==> src/pio_params.svh <==
`ifndef PIO_PARAMS_SVH
`define PIO_PARAMS_SVH
// data lines per strobe group: 8, 16 or 32
`define PIO_DQ_W 8
`define PIO_FIFO_D 16
// dedicated row or column clocks and per-block control lines
`define PIO_IOCLK_N 8
`define PIO_BLK_N 4
`define PIO_CLK_SRC_N 12
// bank group strap: 1 for top or bottom banks with strobe support
`define PIO_TOP_BANK 1'b1
// memory clock ceiling and system clock period
`define PIO_MEM_MAX_MHZ 200
`define PIO_MEM_MIN_PER_PS (1000000 / `PIO_MEM_MAX_MHZ)
`define PIO_SYS_PER_PS 100000
`define PIO_MEM_MIN_CYC ((`PIO_MEM_MIN_PER_PS + `PIO_SYS_PER_PS - 1) / `PIO_SYS_PER_PS)
`endif

==> src/pio_pkg.sv <==
package pio_pkg;
    // one set of block control lines
    typedef struct packed {
        logic oe;
        logic ce;
        logic clk;
        logic clr;
    } pio_ctl_s;

    // per-input inversion selects
    typedef struct packed {
        logic dq_in;
        logic dqs;
        logic tx;
        logic oe;
        logic ce;
        logic clk;
        logic clr;
    } pio_inv_s;

    // static cell configuration
    typedef struct packed {
        logic     ddr;
        logic     direct;
        logic     oe_neg;
        logic [3:0] clk_sel;
        logic [1:0] ctl_sel;
        pio_inv_s inv;
    } pio_cfg_s;
endpackage : pio_pkg
==> src/pio_cell.sv <==
// Function
// - cell has two input regs, a latch, two output regs, two enable regs
// - double rate input samples both edges, both samples go to core
// - double rate output drives one bit per link clock edge
// - pin enable comes from a registered enable inside the cell
// - one enable register loads on the falling link clock edge
// - block gets four enables, clock enables, clocks, clears; cell selects
// - eight dedicated io clocks are selectable clock sources
// - pin input data is forwarded to the interconnect
// - controls may come directly from core routing instead
// - every input to the cell has selectable inversion
// - strobe based capture exists only in top or bottom banks
// - side banks ignore the read strobe and capture on the clock
// - strobe group width is eight, sixteen or thirty-two bits
// - memory clock stays at or below the 200 MHz ceiling
`timescale 1ns/1ps
`include "pio_params.svh"

module pio_fifo #(
    parameter int W = 16,
    parameter int D = `PIO_FIFO_D
) (
    input  wire logic         sys_clk,
    input  wire logic         rst_b,
    input  wire logic         in_valid,
    output logic              in_ready,
    input  wire logic [W-1:0] in_data,
    output logic              out_valid,
    input  wire logic         out_ready,
    output logic [W-1:0]      out_data
);
    localparam int AW = (D > 1) ? $clog2(D) : 1;
    localparam int CW = $clog2(D + 1);
    localparam logic [AW-1:0] LAST = AW'(D - 1);
    localparam logic [CW-1:0] FULL = CW'(D);

    logic [W-1:0]  mem_q [D];
    logic [AW-1:0] wr_q;
    logic [AW-1:0] rd_q;
    logic [CW-1:0] cnt_q;
    logic          push;
    logic          pop;

    // honest full and empty from the word count
    assign in_ready  = (cnt_q != FULL);
    assign out_valid = (cnt_q != '0);
    assign push      = in_valid && in_ready;
    assign pop       = out_valid && out_ready;
    assign out_data  = mem_q[rd_q];

    // storage
    always_ff @(posedge sys_clk) begin
        if (push) begin
            mem_q[wr_q] <= in_data;
        end
    end

    // pointers and count
    always_ff @(posedge sys_clk or negedge rst_b) begin
        if (!rst_b) begin
            wr_q  <= '0;
            rd_q  <= '0;
            cnt_q <= '0;
        end else begin
            if (push) begin
                wr_q <= (wr_q == LAST) ? '0 : wr_q + 1'b1;
            end
            if (pop) begin
                rd_q <= (rd_q == LAST) ? '0 : rd_q + 1'b1;
            end
            cnt_q <= cnt_q + CW'(push) - CW'(pop);
        end
    end
endmodule : pio_fifo

module pio_cell #(
    parameter int   DQ_W     = `PIO_DQ_W,
    parameter int   FIFO_D   = `PIO_FIFO_D,
    parameter logic TOP_BANK = `PIO_TOP_BANK
) (
    input  wire logic                     sys_clk,
    input  wire logic                     rst_b,
    input  wire pio_pkg::pio_cfg_s        cfg,
    input  wire logic [`PIO_IOCLK_N-1:0]  io_clk,
    input  wire logic [`PIO_BLK_N-1:0]    io_bclk,
    input  wire logic [`PIO_BLK_N-1:0]    io_boe,
    input  wire logic [`PIO_BLK_N-1:0]    io_bce,
    input  wire logic [`PIO_BLK_N-1:0]    io_bclr,
    input  wire pio_pkg::pio_ctl_s        la_ctl,
    input  wire logic [DQ_W-1:0]          pin_dq_i,
    input  wire logic                     pin_dqs_i,
    output logic [DQ_W-1:0]               pin_dq_o,
    output logic                          pin_dq_oe,
    output logic [DQ_W-1:0]               io_fwd,
    input  wire logic [DQ_W-1:0]          tx_rise,
    input  wire logic [DQ_W-1:0]          tx_fall,
    output logic                          tx_take,
    output logic                          rx_valid,
    input  wire logic                     rx_ready,
    output logic [2*DQ_W-1:0]             rx_data,
    output logic                          rx_drop
);
    localparam int  IN_W = DQ_W + 1 + `PIO_IOCLK_N + 4 * `PIO_BLK_N;
    localparam int  MIN_CYC = `PIO_MEM_MIN_CYC;
    localparam logic W_OK = (DQ_W == 8) || (DQ_W == 16) || (DQ_W == 32);

    // pick one of the four block lines
    function automatic logic sel4(input logic [3:0] v, input logic [1:0] i);
        sel4 = v[i];
    endfunction : sel4

    logic [IN_W-1:0]          m1_q;
    logic [IN_W-1:0]          s_q;
    logic [DQ_W-1:0]          dq_s;
    logic                     dqs_s;
    logic [`PIO_IOCLK_N-1:0]  ck_s;
    logic [`PIO_BLK_N-1:0]    bck_s;
    logic [`PIO_BLK_N-1:0]    boe_s;
    logic [`PIO_BLK_N-1:0]    bce_s;
    logic [`PIO_BLK_N-1:0]    bclr_s;
    logic [`PIO_CLK_SRC_N-1:0] src;
    pio_pkg::pio_ctl_s        ctl;
    logic [DQ_W-1:0]          dq_in;
    logic                     cap_clk;
    logic                     lclk_q;
    logic                     cclk_q;
    logic                     l_rise;
    logic                     l_fall;
    logic                     c_rise;
    logic                     c_fall;
    logic                     room;
    logic                     cap_en;
    logic [DQ_W-1:0]          in_rise_q;
    logic [DQ_W-1:0]          in_fall_q;
    logic [DQ_W-1:0]          lat_q;
    logic                     push_q;
    logic [2*DQ_W-1:0]        push_data;
    logic [DQ_W-1:0]          out_rise_q;
    logic [DQ_W-1:0]          out_fall_q;
    logic                     oe_pos_q;
    logic                     oe_neg_q;
    logic                     f_valid;
    logic                     f_ready;
    logic [2*DQ_W-1:0]        f_data;

    // two-stage synchroniser for every input from outside the domain
    always_ff @(posedge sys_clk or negedge rst_b) begin
        if (!rst_b) begin
            m1_q <= '0;
            s_q  <= '0;
        end else begin
            m1_q <= {pin_dq_i, pin_dqs_i, io_clk, io_bclk, io_boe, io_bce, io_bclr};
            s_q  <= m1_q;
        end
    end

    assign {dq_s, dqs_s, ck_s, bck_s, boe_s, bce_s, bclr_s} = s_q;
    assign src = {bck_s, ck_s};

    // control select: block lines or core routing, then inversion
    always_comb begin
        if (cfg.direct) begin
            ctl = la_ctl;
        end else begin
            ctl.oe  = sel4(boe_s, cfg.ctl_sel);
            ctl.ce  = sel4(bce_s, cfg.ctl_sel);
            ctl.clr = sel4(bclr_s, cfg.ctl_sel);
            ctl.clk = (cfg.clk_sel < 4'(`PIO_CLK_SRC_N)) ? src[cfg.clk_sel] : 1'b0;
        end
        ctl.oe  = ctl.oe ^ cfg.inv.oe;
        ctl.ce  = ctl.ce ^ cfg.inv.ce;
        ctl.clr = ctl.clr ^ cfg.inv.clr;
        ctl.clk = ctl.clk ^ cfg.inv.clk;
    end

    assign dq_in = dq_s ^ {DQ_W{cfg.inv.dq_in}};
    // strobe capture only where the bank has it, else the launch clock
    assign cap_clk = TOP_BANK ? (dqs_s ^ cfg.inv.dqs) : ctl.clk;

    // edge finding on the sampled link clocks
    always_ff @(posedge sys_clk or negedge rst_b) begin
        if (!rst_b) begin
            lclk_q <= 1'b0;
            cclk_q <= 1'b0;
        end else begin
            lclk_q <= ctl.clk;
            cclk_q <= cap_clk;
        end
    end

    assign l_rise = ctl.clk && !lclk_q;
    assign l_fall = !ctl.clk && lclk_q;
    assign c_rise = cap_clk && !cclk_q;
    assign c_fall = !cap_clk && cclk_q;
    // a full buffer stalls capture
    assign room   = f_ready && !push_q;
    assign cap_en = ctl.ce && room;

    // input registers and latch; rise sample retimed at the fall
    always_ff @(posedge sys_clk or negedge rst_b) begin
        if (!rst_b) begin
            in_rise_q <= '0;
            in_fall_q <= '0;
            lat_q     <= '0;
            push_q    <= 1'b0;
        end else if (ctl.clr) begin
            in_rise_q <= '0;
            in_fall_q <= '0;
            lat_q     <= '0;
            push_q    <= 1'b0;
        end else begin
            push_q <= 1'b0;
            if (c_rise && cap_en) begin
                in_rise_q <= dq_in;
                push_q    <= !cfg.ddr;
            end
            if (c_fall && cap_en && cfg.ddr) begin
                in_fall_q <= dq_in;
                lat_q     <= in_rise_q;
                push_q    <= 1'b1;
            end
        end
    end

    assign push_data = cfg.ddr ? {lat_q, in_fall_q} : {in_rise_q, {DQ_W{1'b0}}};

    // lost sample flag when the buffer is full at a capture edge
    always_ff @(posedge sys_clk or negedge rst_b) begin
        if (!rst_b) begin
            rx_drop <= 1'b0;
        end else begin
            rx_drop <= ctl.ce && !ctl.clr && !room && (cfg.ddr ? c_fall : c_rise);
        end
    end

    pio_fifo #(
        .W (2 * DQ_W),
        .D (FIFO_D)
    ) u_fifo (
        .sys_clk   (sys_clk),
        .rst_b     (rst_b),
        .in_valid  (push_q),
        .in_ready  (f_ready),
        .in_data   (push_data),
        .out_valid (f_valid),
        .out_ready (!rx_valid || rx_ready),
        .out_data  (f_data)
    );

    // registered core-side output stage
    always_ff @(posedge sys_clk or negedge rst_b) begin
        if (!rst_b) begin
            rx_valid <= 1'b0;
            rx_data  <= '0;
        end else if (!rx_valid || rx_ready) begin
            rx_valid <= f_valid;
            if (f_valid) begin
                rx_data <= f_data;
            end
        end
    end

    // pin data forwarded to the interconnect
    always_ff @(posedge sys_clk or negedge rst_b) begin
        if (!rst_b) begin
            io_fwd <= '0;
        end else begin
            io_fwd <= dq_in;
        end
    end

    // output and enable registers; negative-edge enable follows the fall
    always_ff @(posedge sys_clk or negedge rst_b) begin
        if (!rst_b) begin
            out_rise_q <= '0;
            out_fall_q <= '0;
            oe_pos_q   <= 1'b0;
            oe_neg_q   <= 1'b0;
            tx_take    <= 1'b0;
        end else if (ctl.clr) begin
            out_rise_q <= '0;
            out_fall_q <= '0;
            oe_pos_q   <= 1'b0;
            oe_neg_q   <= 1'b0;
            tx_take    <= 1'b0;
        end else begin
            tx_take <= l_rise && ctl.ce;
            if (l_rise && ctl.ce) begin
                out_rise_q <= tx_rise ^ {DQ_W{cfg.inv.tx}};
                out_fall_q <= (cfg.ddr ? tx_fall : tx_rise) ^ {DQ_W{cfg.inv.tx}};
                oe_pos_q   <= ctl.oe;
            end
            if (l_fall && ctl.ce) begin
                oe_neg_q <= oe_pos_q;
            end
        end
    end

    // pin drive: rise register while clock high, fall register while low in double rate mode, else rise register
    always_ff @(posedge sys_clk or negedge rst_b) begin
        if (!rst_b) begin
            pin_dq_o  <= '0;
            pin_dq_oe <= 1'b0;
        end else begin
            pin_dq_o  <= (cfg.ddr && !lclk_q) ? out_fall_q : out_rise_q;
            pin_dq_oe <= cfg.oe_neg ? oe_neg_q : oe_pos_q;
        end
    end
endmodule : pio_cell

==> config.mk <==
export PLATFORM = sky130hd
export DESIGN_NAME = pio_cell
export DESIGN_NICKNAME = d
export VERILOG_FILES = /design/src/pio_pkg.sv /design/src/pio_cell.sv
export VERILOG_INCLUDE_DIRS = /design/src /design/src/src
export SDC_FILE = /design/constraint.sdc
export NUM_CORES = 1
export LEC_CHECK = 0
export BUFFER_PORTS_ARGS = -buffer_cell sky130_fd_sc_hd__buf_4
export CORE_UTILIZATION = 40
export DETAILED_ROUTE_END_ITERATION = 6
export HOLD_SLACK_MARGIN = 0.1
export PLACE_DENSITY_LB_ADDON = 0.2
export SYNTH_ARGS = -nofsm -noshare
export SYNTH_HDL_FRONTEND = slang
export SYNTH_HIERARCHICAL = 1
export SYNTH_SLANG_ARGS = --single-unit
==> constraint.sdc <==
create_clock -name sys_clk -period 10 [get_ports sys_clk]
set_clock_uncertainty 0.2 [all_clocks]
set_input_delay 1.5 -clock sys_clk [delete_from_list [all_inputs] [get_ports sys_clk]]
set_output_delay 1.5 -clock sys_clk [all_outputs]
set_load 0.01 [all_outputs]
After elaboration in Yosys (flattened, before gate mapping)
Memories as Yosys holds them, arrays and structs flattened. A register that Yosys moved wholly into a read port is not among the register bits.
Index checks and enable logic that the tools add are counted.
{"block": "word_totals", "ramBits": 256, "regBits": 144, "output_inout_bits": 36, "input_bits": 72, "n_memories": 1, "wordCells": 111}
{"name": "u_fifo.mem_q", "words": 16, "word_bits": 16, "read_ports": 1, "rd_clocked_by_memory_dff": 1, "write_ports": 1, "line": "pio_cell.sv:37", "text": "logic [W-1:0] mem_q [D];"}
{"block": "classes", "n_addsub": 4, "order_cmp": 3, "n_reduce_logical": 34, "n_bitwise": 8, "eq_ne": 3, "mux": 37}
{"cell": "8-bit 2-to-1 mux", "count": 12}
{"cell": "8-bit bitwise XOR", "count": 3}
{"cell": "1-bit logical AND", "count": 17}
{"cell": "1-bit 2-to-1 mux", "count": 17}
{"cell": "16-bit 2-to-1 mux", "count": 1}
{"cell": "4-bit 2-to-1 mux", "count": 3}
{"cell": "1-bit zero test", "count": 10}
{"cell": "4-bit by 1-bit adder with 4-bit output, second input constant", "count": 2}
{"cell": "4-bit == test, second input constant", "count": 2}
{"cell": "2-bit nonzero test", "count": 4}
{"cell": "1-bit binary-select mux with 2-bit select", "count": 3}
{"cell": "5-bit by 1-bit adder with 5-bit output", "count": 1}
{"cell": "4-bit by 5-bit < comparator with 1-bit output, second input constant", "count": 1}
{"cell": "5-bit != test, second input constant", "count": 1}
{"cell": "5-bit nonzero test", "count": 1}
{"cell": "5-bit by 1-bit subtractor with 5-bit output", "count": 1}
{"cell": "1-bit bitwise XOR", "count": 5}
{"cell": "1-bit binary-select mux with 4-bit select", "count": 1}
{"cell": "4-bit < comparator, second input constant", "count": 1}
{"cell": "2-bit by 3-bit < comparator with 1-bit output, second input constant", "count": 1}
{"cell": "2-bit AND reduction", "count": 1}
{"cell": "1-bit logical OR", "count": 1}

Logic depth before layout (Yosys ltp)
Gate-level depths: netlist of run 1.
{"block": "depth", "word_depth": 10, "depth_mapped": 15}

By module
Netlist of run 1, hierarchy kept.
{"mod": "pio_fifo", "cells_each": 524, "seq_area_each_um2": 8012.7, "area_each_um2": 10650.2, "instances": 1}
{"mod": "pio_cell", "cells_each": 341, "seq_area_each_um2": 3678.5, "area_each_um2": 5353.9, "instances": 1}

Least setup slack after synthesis of run 1
Ideal clock, no wire load.
{"block": "synth_path", "path_type": "input -> register", "startpoint": "in rx_ready", "endpoint": "reg u_fifo.cnt_q[4]", "slack_ns": 6.510, "arrival_time_ns": 3.210, "stages": 12, "t_required_ns": 9.720, "cell_sequence": "nand2b_1 -> and2_4 -> buf_6 -> ha_1 -> inv_1 -> ha_1 -> inv_1 -> fa_1 -> inv_1 -> a21oi_1 -> o21bai_1 -> xnor2_1"}
{"block": "synth_via", "elab_chain_len": 3}
{"element": "from (decl)", "line": "pio_cell.sv:99", "text": "input wire logic rx_ready,"}
{"element": "1-bit logical OR", "line": "pio_cell.sv:246", "text": ".out_ready (!rx_valid || rx_ready),"}
{"element": "1-bit logical AND", "line": "pio_cell.sv:48", "text": "assign pop = out_valid && out_ready;"}
{"element": "named net u_fifo.pop", "line": "pio_cell.sv:42", "text": "logic pop;"}
{"element": "5-bit by 1-bit subtractor with 5-bit output", "line": "pio_cell.sv:71", "text": "cnt_q <= cnt_q + CW'(push) - CW'(pop);"}
{"element": "to (signal assigned)", "line": "pio_cell.sv:71"}
{"element": "to (decl)", "line": "pio_cell.sv:40", "text": "logic [CW-1:0] cnt_q;"}
The timed path passes the listed nets, and every way through them passes these cells.
A chain may end at the register's enable or synchronous reset.

Worst setup path after layout of run 1
{"block": "layout_path", "startpoint": "in cfg[7] (netlist bit)", "endpoint": "reg in_fall_q[2]"}
{"block": "layout_via", "elab_chain_len": 8, "word_cells_on_any_way": 12, "cone_classes": "mux (6); bitwise (2); reduce/logical (4)"}
{"element": "from (decl)", "line": "pio_cell.sv:83", "text": "input wire pio_pkg::pio_cfg_s cfg,"}
{"element": "1-bit binary-select mux with 2-bit select", "line": "pio_cell.sv:109", "text": "sel4 = v[i];"}
{"element": "1-bit 2-to-1 mux (implied by the code)", "line": "pio_cell.sv:109"}
{"element": "4-bit 2-to-1 mux (*)", "line": "pio_cell.sv:162", "text": "if (cfg.direct) begin"}
{"element": "1-bit bitwise XOR", "line": "pio_cell.sv:171", "text": "ctl.ce = ctl.ce ^ cfg.inv.ce;"}
{"element": "1-bit logical AND", "line": "pio_cell.sv:197", "text": "assign cap_en = ctl.ce && room;"}
{"element": "1-bit logical AND (2 in series)", "line": "pio_cell.sv:217", "text": "if (c_fall && cap_en && cfg.ddr) begin"}
{"element": "2-bit nonzero test (no source line)"}
{"element": "to (signal assigned)", "line": "pio_cell.sv:218", "text": "in_fall_q <= dq_in;"}
{"element": "to (decl)", "line": "pio_cell.sv:134", "text": "logic [DQ_W-1:0] in_fall_q;"}
Mark *: on every way between the ends. The rest lies on a longest branch, timed or not. The select of a mux whose other input is x is not followed.

==> metrics, run 1 <==
Mapped Cells=865; CP peak stage delay=0.71 ns; setup_tns=0 ns; R2R setup slack=6.86 ns; most frequent cells in the layout=256 x edfxtp_1, 158 x dfrtp_1, 127 x buf_4; max_cap viols=0; Remaining DRCs=0; Synth Flop Type=edfxtp_1; crit path kind=input port to flop; number of flops mapped to enable cells by yosys=256; Tot Pwr=0.00467 W; setup ws final=6.63 ns; Comb pwr share=0.222; clock latency on the worst-skew pair=0.56 ns; async set-reset flop share out of synthesis=0.385; Setup Slack @ Placement=6.04 ns; TritonCTS clock tree=yes; Final Setup Violations=0; Die Ht=202 um; period utilisation layout=0.337; buffers and inverters on the worst path=1; crit path time final=3.37 ns; pin count of the biggest net entering global routing=93; CTS Buf Count=45; Cell Rows=72; worst min-delay path endpoint=s_q[8]; global-route wire length before repair=51.3 mm; Psw=0.00130 W; utilization after layout=0.482; Global Route Usage Sum=0.169; Rel. slew slack=0.265; VDD IR max=0.000140 V; Slew @ Worst Pin=1.10 ns; sequential power share=0.439; worst r2r dst=u_fifo/mem_q[7][9]; slowest CP cell=a21oi_2; Synth top area share=0.480; share of layout cells above drive strength 1=0.288; DP Wirelength=19.5 mm; post-DR wirelength/cell=21.5 um; Final Max Tran Viols=0; crit-path max FO=20; Crit path required time=10.20 ns; final wirelength=33.4 mm; Post-Synthesis Cell Area=0.0160 mm2; First-pass DRT Iterations=5; register area share after synthesis=0.731; leading cell type in the layout, fill and taps excluded=edfxtp_1; DIE WIDTH=202 um; Worst setup EP type=flop; Seq cells post-synth=416; vias after detailed routing=8085; DRT iter0 DRCs=460; # Post-CTS Setup Buffers=0; grt total ovfl=0; Port Buffers=107; core footprint=0.0391 mm2; Clk pwr share=0.338; YS warnings=6; Avg Inst Size Synth=18.5 um2; PostCTS Resize Cnt=0; Post-Syn Nets=949; CTS H-tree lvls=2; worst hold path type=flop to flop; Pwr Density=248 mW/mm2; Lkg Pwr=7.30 nW; top cells by area, synth=edfxtp_1 48%, dfrtp_1 25%, mux4_2 7.3%, mux2i_1 4.4%, mux2_2 2.3%; die area=0.0408 mm2; vias in the first global route=8428; global placer's final weighted congestion=0.716; Starting Density=0.409; worst r2r src=u_fifo/cnt_q[3]; Max clock buf depth=3; # diodes=0; worst hold stages=0; P_int=0.00337 W; # clock sinks=416; Hold Crit Start=m1_q[8]; P&R area growth vs syn=17.7%; Max Fclk=0.297 GHz; Ports=108; worst-path cell chain=buf_4 -> mux4_2 -> mux2i_4 -> xnor2_1 -> a21oi_2 -> o21ai_0; switch share=0.278; Via density=5.21; RSZ-0062 raised after global routing=no; CTS root buf=clkbuf_16; CP arrival=3.57 ns; cell taking the most area after synthesis=edfxtp_1; antenna-violating nets left=0; unique cell type count in the Yosys netlist=55; Final #Nets=1082; r2r worst-path depth=8; CTS Hold Bufs=0; CP startpoint kind=input port; status=complete, no violations; initial antenna violation count=0; CP delay by family, top=compound AO/OA/AOI/OAI gates; Worst-path clk slew=0.06 ns; Fin. Hold Viols=0
power groups by stage:
| stage | combinational (W) | clock (W) | sequential (W) |
|---|---|---|---|
| floorplan | 0.000775 | 0 | 0.00204 |
| global placement | 0.00105 | 0 | 0.00209 |
| detailed placement | 0.00106 | 0 | 0.00209 |
| CTS | 0.00106 | 0.00162 | 0.00206 |
| global route | 0.00114 | 0.00168 | 0.00207 |
| finish | 0.00104 | 0.00158 | 0.00205 |
stage by stage:
| stage | area [um2] | cells | hold WS (ns) |
|---|---|---|---|
| 4_1_cts | 18800 | 1552 | 0.146 |
| 3_5_place_dp | 17400 | 1469 | 0.135 |
| 3_3_place_gp | 17400 | 1469 | 0.132 |
| 6_report | 18800 | 1552 | 0.144 |
| 2_1_floorplan | 16000 | 865 | 0.131 |
| 5_1_grt | 18800 | 1552 | 0.150 |
routing by layer:
| layer | part of all wire | GRT usage | wire length [um] | vias to the layer above |
|---|---|---|---|---|
| met1 | 0.45 | 0.233 | 14900 | 4177 |
| met4 | 0.025 | 0.0584 | 827 | 0 |
| li1 | - | - | - | 3611 |
| met5 | 0 | 0 | 0 | - |
| met2 | 0.47 | 0.266 | 15500 | 237 |
| met3 | 0.063 | 0.0369 | 2100 | 60 |
worst max-delay path by stage:
stage | from | end | slack (ns) | cells after the start
5_1_grt | cfg[7] | in_fall_q[2] | 6.49 | 6
3_5_place_dp | cfg[7] | in_fall_q[2] | 6.04 | 6
4_1_cts | cfg[7] | in_fall_q[2] | 6.63 | 6
2_1_floorplan | rx_ready | u_fifo/cnt_q[4] | 6.51 | 12
6_report | cfg[7] | in_fall_q[2] | 6.63 | 6
3_3_place_gp | cfg[7] | in_fall_q[2] | 6.08 | 6
state kept, by name (all words and copies together), names as in the netlist, 4 cells and up:
name / cells
s_q: 33
rx_data: 16
lat_q: 8
u_fifo/mem_q: 256
out_fall_q: 8
u_fifo/rd_q: 4
io_fwd: 8
in_rise_q: 8
u_fifo/cnt_q: 5
out_rise_q: 8
u_fifo/wr_q: 4
pin_dq_o: 8
m1_q: 33
in_fall_q: 8
logic make-up after synthesis:
group                    after synthesis  synth area share
AO/OA/AOI/OAI                        101            0.0483
flip-flops                           416             0.731
multiplexers                         158             0.143
XOR/XNOR                              36            0.0211
AND/OR/NAND/NOR                       81            0.0284
adder cells (fa/ha/maj)               12           0.00985
buffers and inverters                 61            0.0184
final cells by class:
class                   count  area [um2]
clock inverters            16        98.8
inverters                  19        71.3
flip-flops and latches    416       11700
fillers                  3325       20300
multi-input cells         388        4050
clock buffers              67        1310
well taps                 518         648
repair buffers            128         965
cells in the mapped netlist, types with 5 or more instances:
library cell,n
o21ai_0,20
nand2_1,16
xor2_1,19
o2bb2ai_1,17
mux2i_1,70
nand3_1,5
a32oi_1,16
clkbuf_1,18
and2_1,18
a22oi_1,16
ha_1,11
a22o_1,12
nor2_1,16
mux2_2,33
buf_2,15
edfxtp_1,256
inv_1,18
xnor2_1,14
dfrtp_1,160
mux4_2,52
Note: power is estimated with default switching activity, not from simulation.
==> run 2, diff against run 1 <==
==> constraint.sdc (replaced) <==
create_clock -name sys_clk -period 2.7 [get_ports sys_clk]
set_clock_uncertainty 0.2 [all_clocks]
set_input_delay 0.405 -clock sys_clk [delete_from_list [all_inputs] [get_ports sys_clk]]
set_output_delay 0.405 -clock sys_clk [all_outputs]
set_load 0.01 [all_outputs]
==> run 2 against run 1 <==
Effect of this change: sequential share of layout area shrank 3.7 points; non-clock buffer count grew 91; worst setup slack lost 6.6 ns; wire length grew 2.9%; critical endpoint is now u_fifo/cnt_q[4]; largest power group unchanged; highest routed layer unchanged.
==> metrics, run 2 (synthesized netlist as in run 1, its figures left out) <==
CP startpoint kind=flop (was input port); WHS=0.141 ns (was 0.144 ns); initial antenna violation count=0 (unchanged); TritonCTS clock tree=yes (unchanged); Final Max Tran Viols=0 (unchanged); Slew @ Worst Pin=1.13 ns (was 1.10 ns); global-route wire length before repair=53.3 mm (was 51.3 mm); period utilisation layout=0.984; P&R area growth vs syn=25.1% (was 17.7%); Cell Rows=72 (unchanged); most frequent cells in the layout=256 x edfxtp_1, 158 x dfrtp_1, 138 x buf_4 (was 256 x edfxtp_1, 158 x dfrtp_1, 127 x buf_4); utilization after layout=0.512 (was 0.482); Worst-path clk slew=0.06 ns (about the same); switch share=0.276 (was 0.278); Largest register FFs=256 (unchanged); core footprint=0.0391 mm2 (unchanged); Final #Nets=1172 (was 1082); Max clock buf depth=3 (unchanged); DRT iter0 DRCs=423 (was 460); Die Ht=202 um (unchanged); Psw=0.00497 W (was 0.00130 W); Fin. Hold Viols=0 (unchanged); DP Wirelength=21.0 mm (was 19.5 mm); antenna-violating nets left=0 (unchanged); DIE WIDTH=202 um (unchanged); crit path kind=flop to flop (was input port to flop); Starting Density=0.409 (unchanged); final wirelength=34.4 mm (was 33.4 mm); status=complete, no violations (unchanged); Reg with most FFs=u_fifo/mem_q (unchanged); Ports=108 (unchanged); fillers=3206 (was 3325); global placer's final weighted congestion=0.728 (was 0.716); Comb pwr share=0.245 (was 0.222); worst hold path type=input port to flop (was flop to flop); # clock sinks=416 (unchanged); Remaining DRCs=0 (unchanged); die area=0.0408 mm2 (unchanged); crit-path max FO=2 (was 20); Final Setup Violations=0 (unchanged); leading cell type in the layout, fill and taps excluded=edfxtp_1 (unchanged); share of layout cells above drive strength 1=0.304 (was 0.288); Worst setup EP type=flop (unchanged); P_int=0.0130 W (was 0.00337 W); crit path time final=2.66 ns; vias after detailed routing=8402 (was 8085); Rel. slew slack=0.243 (was 0.265); largest registers in the final layout=u_fifo/mem_q x256, m1_q x33, s_q x33 (unchanged); Port Buffers=107 (unchanged); CTS Buf Count=44 (was 45); sequential power share=0.420 (was 0.439); VDD IR max=0.000496 V (was 0.000140 V); First-pass DRT Iterations=5 (unchanged); grt total ovfl=0 (unchanged); # diodes=0 (unchanged); Via density=5.12 (was 5.21); Max Fclk=0.376 GHz; CP arrival=2.95 ns (was 3.57 ns); vias in the first global route=8661 (was 8428); RSZ-0062 raised after global routing=yes (was no); CTS H-tree lvls=2 (unchanged); Crit path required time=2.99 ns (was 10.20 ns); Clk pwr share=0.334 (was 0.338); Global Route Usage Sum=0.175 (was 0.169); post-DR wirelength/cell=20.9 um (was 21.5 um); CTS root buf=clkbuf_16 (unchanged); pin count of the biggest net entering global routing=61 (was 93); max_cap viols=0 (unchanged); Pwr Density=899 mW/mm2 (was 248 mW/mm2); Lkg Pwr=7.79 nW (was 7.30 nW); clock latency on the worst-skew pair=0.57 ns (was 0.56 ns)
## run 2: cell types whose count changed in the layout (fill, tap and decap cells not counted), moves of 4 or more
cell / previous run / this run
buf_12: 0 / 22
buf_4: 127 / 138
clkinv_1: 8 / 2
dlygate4sd3_1: 0 / 58
inv_1: 18 / 14
inv_2: 1 / 5
## run 2: routing by layer
metal | wire [um] | GRT usage
met5 | 0 | 0
met2 | 16200 | 0.278
met3 | 1960 | 0.0405
met1 | 15500 | 0.241
met4 | 714 | 0.0501
## run 2: timing repair
action / 4_1_cts / 5_1_grt
pin swaps: 4 / 4
hold buffers: 58 / 0
endpoints found under the hold margin: 188 / 0
resized for setup: 6 / 1
setup buffers: 3 / 0
setup endpoints to repair: 2 / 5
## run 2: path summary, 6_finish.rpt
| check | start | to | slack (ns) | depth (start not counted) |
|---|---|---|---|---|
| hold / removal | cfg[4] | out_rise_q[1] | 0.14 | 3 |
| min in group asynchronous | rst_b | pin_dq_o[4] | 0.20 | 2 |
| setup reg to reg | u_fifo/cnt_q[2] | u_fifo/cnt_q[4] | 0.04 | 13 |
| hold reg to reg | m1_q[30] | s_q[30] | 0.14 | 0 |
| setup / recovery | u_fifo/cnt_q[2] | u_fifo/cnt_q[4] | 0.04 | 13 |
| max in group asynchronous | rst_b | m1_q[14] | 1.44 | 3 |
## run 2: per-stage QoR
stage               setup WS [ns]  total power [W]  std cells  cell area [um2]  TNS, ns
CTS                       -0.0212           0.0182       1642            20000  -0.0212
finish                     0.0420           0.0180       1642            20000        0
global placement          -0.0775           0.0120       1499            17900  -0.0775
detailed placement         -0.143           0.0121       1499            17900   -0.143
global route              -0.0538           0.0189       1642            20000  -0.0538
floorplan                  -0.503           0.0104        865            16000   -32.33
## run 2: final cells by class
class	count	area, um2	share of cell area
sequential	416	11700	0.584
multi-input combinational	388	4090	0.204
inverter	19	71.3	0.00356
timing repair buffer	219	2070	0.103
clock buffer	67	1290	0.0644
tap	518	648	0.0324
clock inverter	15	160	0.00800
## run 2: power groups by stage
stage	registers, W	logic, W	clock network [W]
floorplan	0.00755	0.00288	0
global placement	0.00769	0.00433	0
detailed placement	0.00770	0.00435	0
CTS	0.00758	0.00449	0.00615
global route	0.00763	0.00483	0.00641
finish	0.00757	0.00442	0.00602
## run 2: worst max-delay path: stages, from the launching register on
cell	delay (ns)
dfrtp_1	0.39
inv_2	0.08
ha_4	0.13
or4b_4	0.45
and2_4	0.16
ha_4	0.20
inv_2	0.05
ha_4	0.12
inv_2	0.03
fa_2	0.33
inv_1	0.06
a21oi_1	0.05
o21bai_1	0.18
xnor2_1	0.13
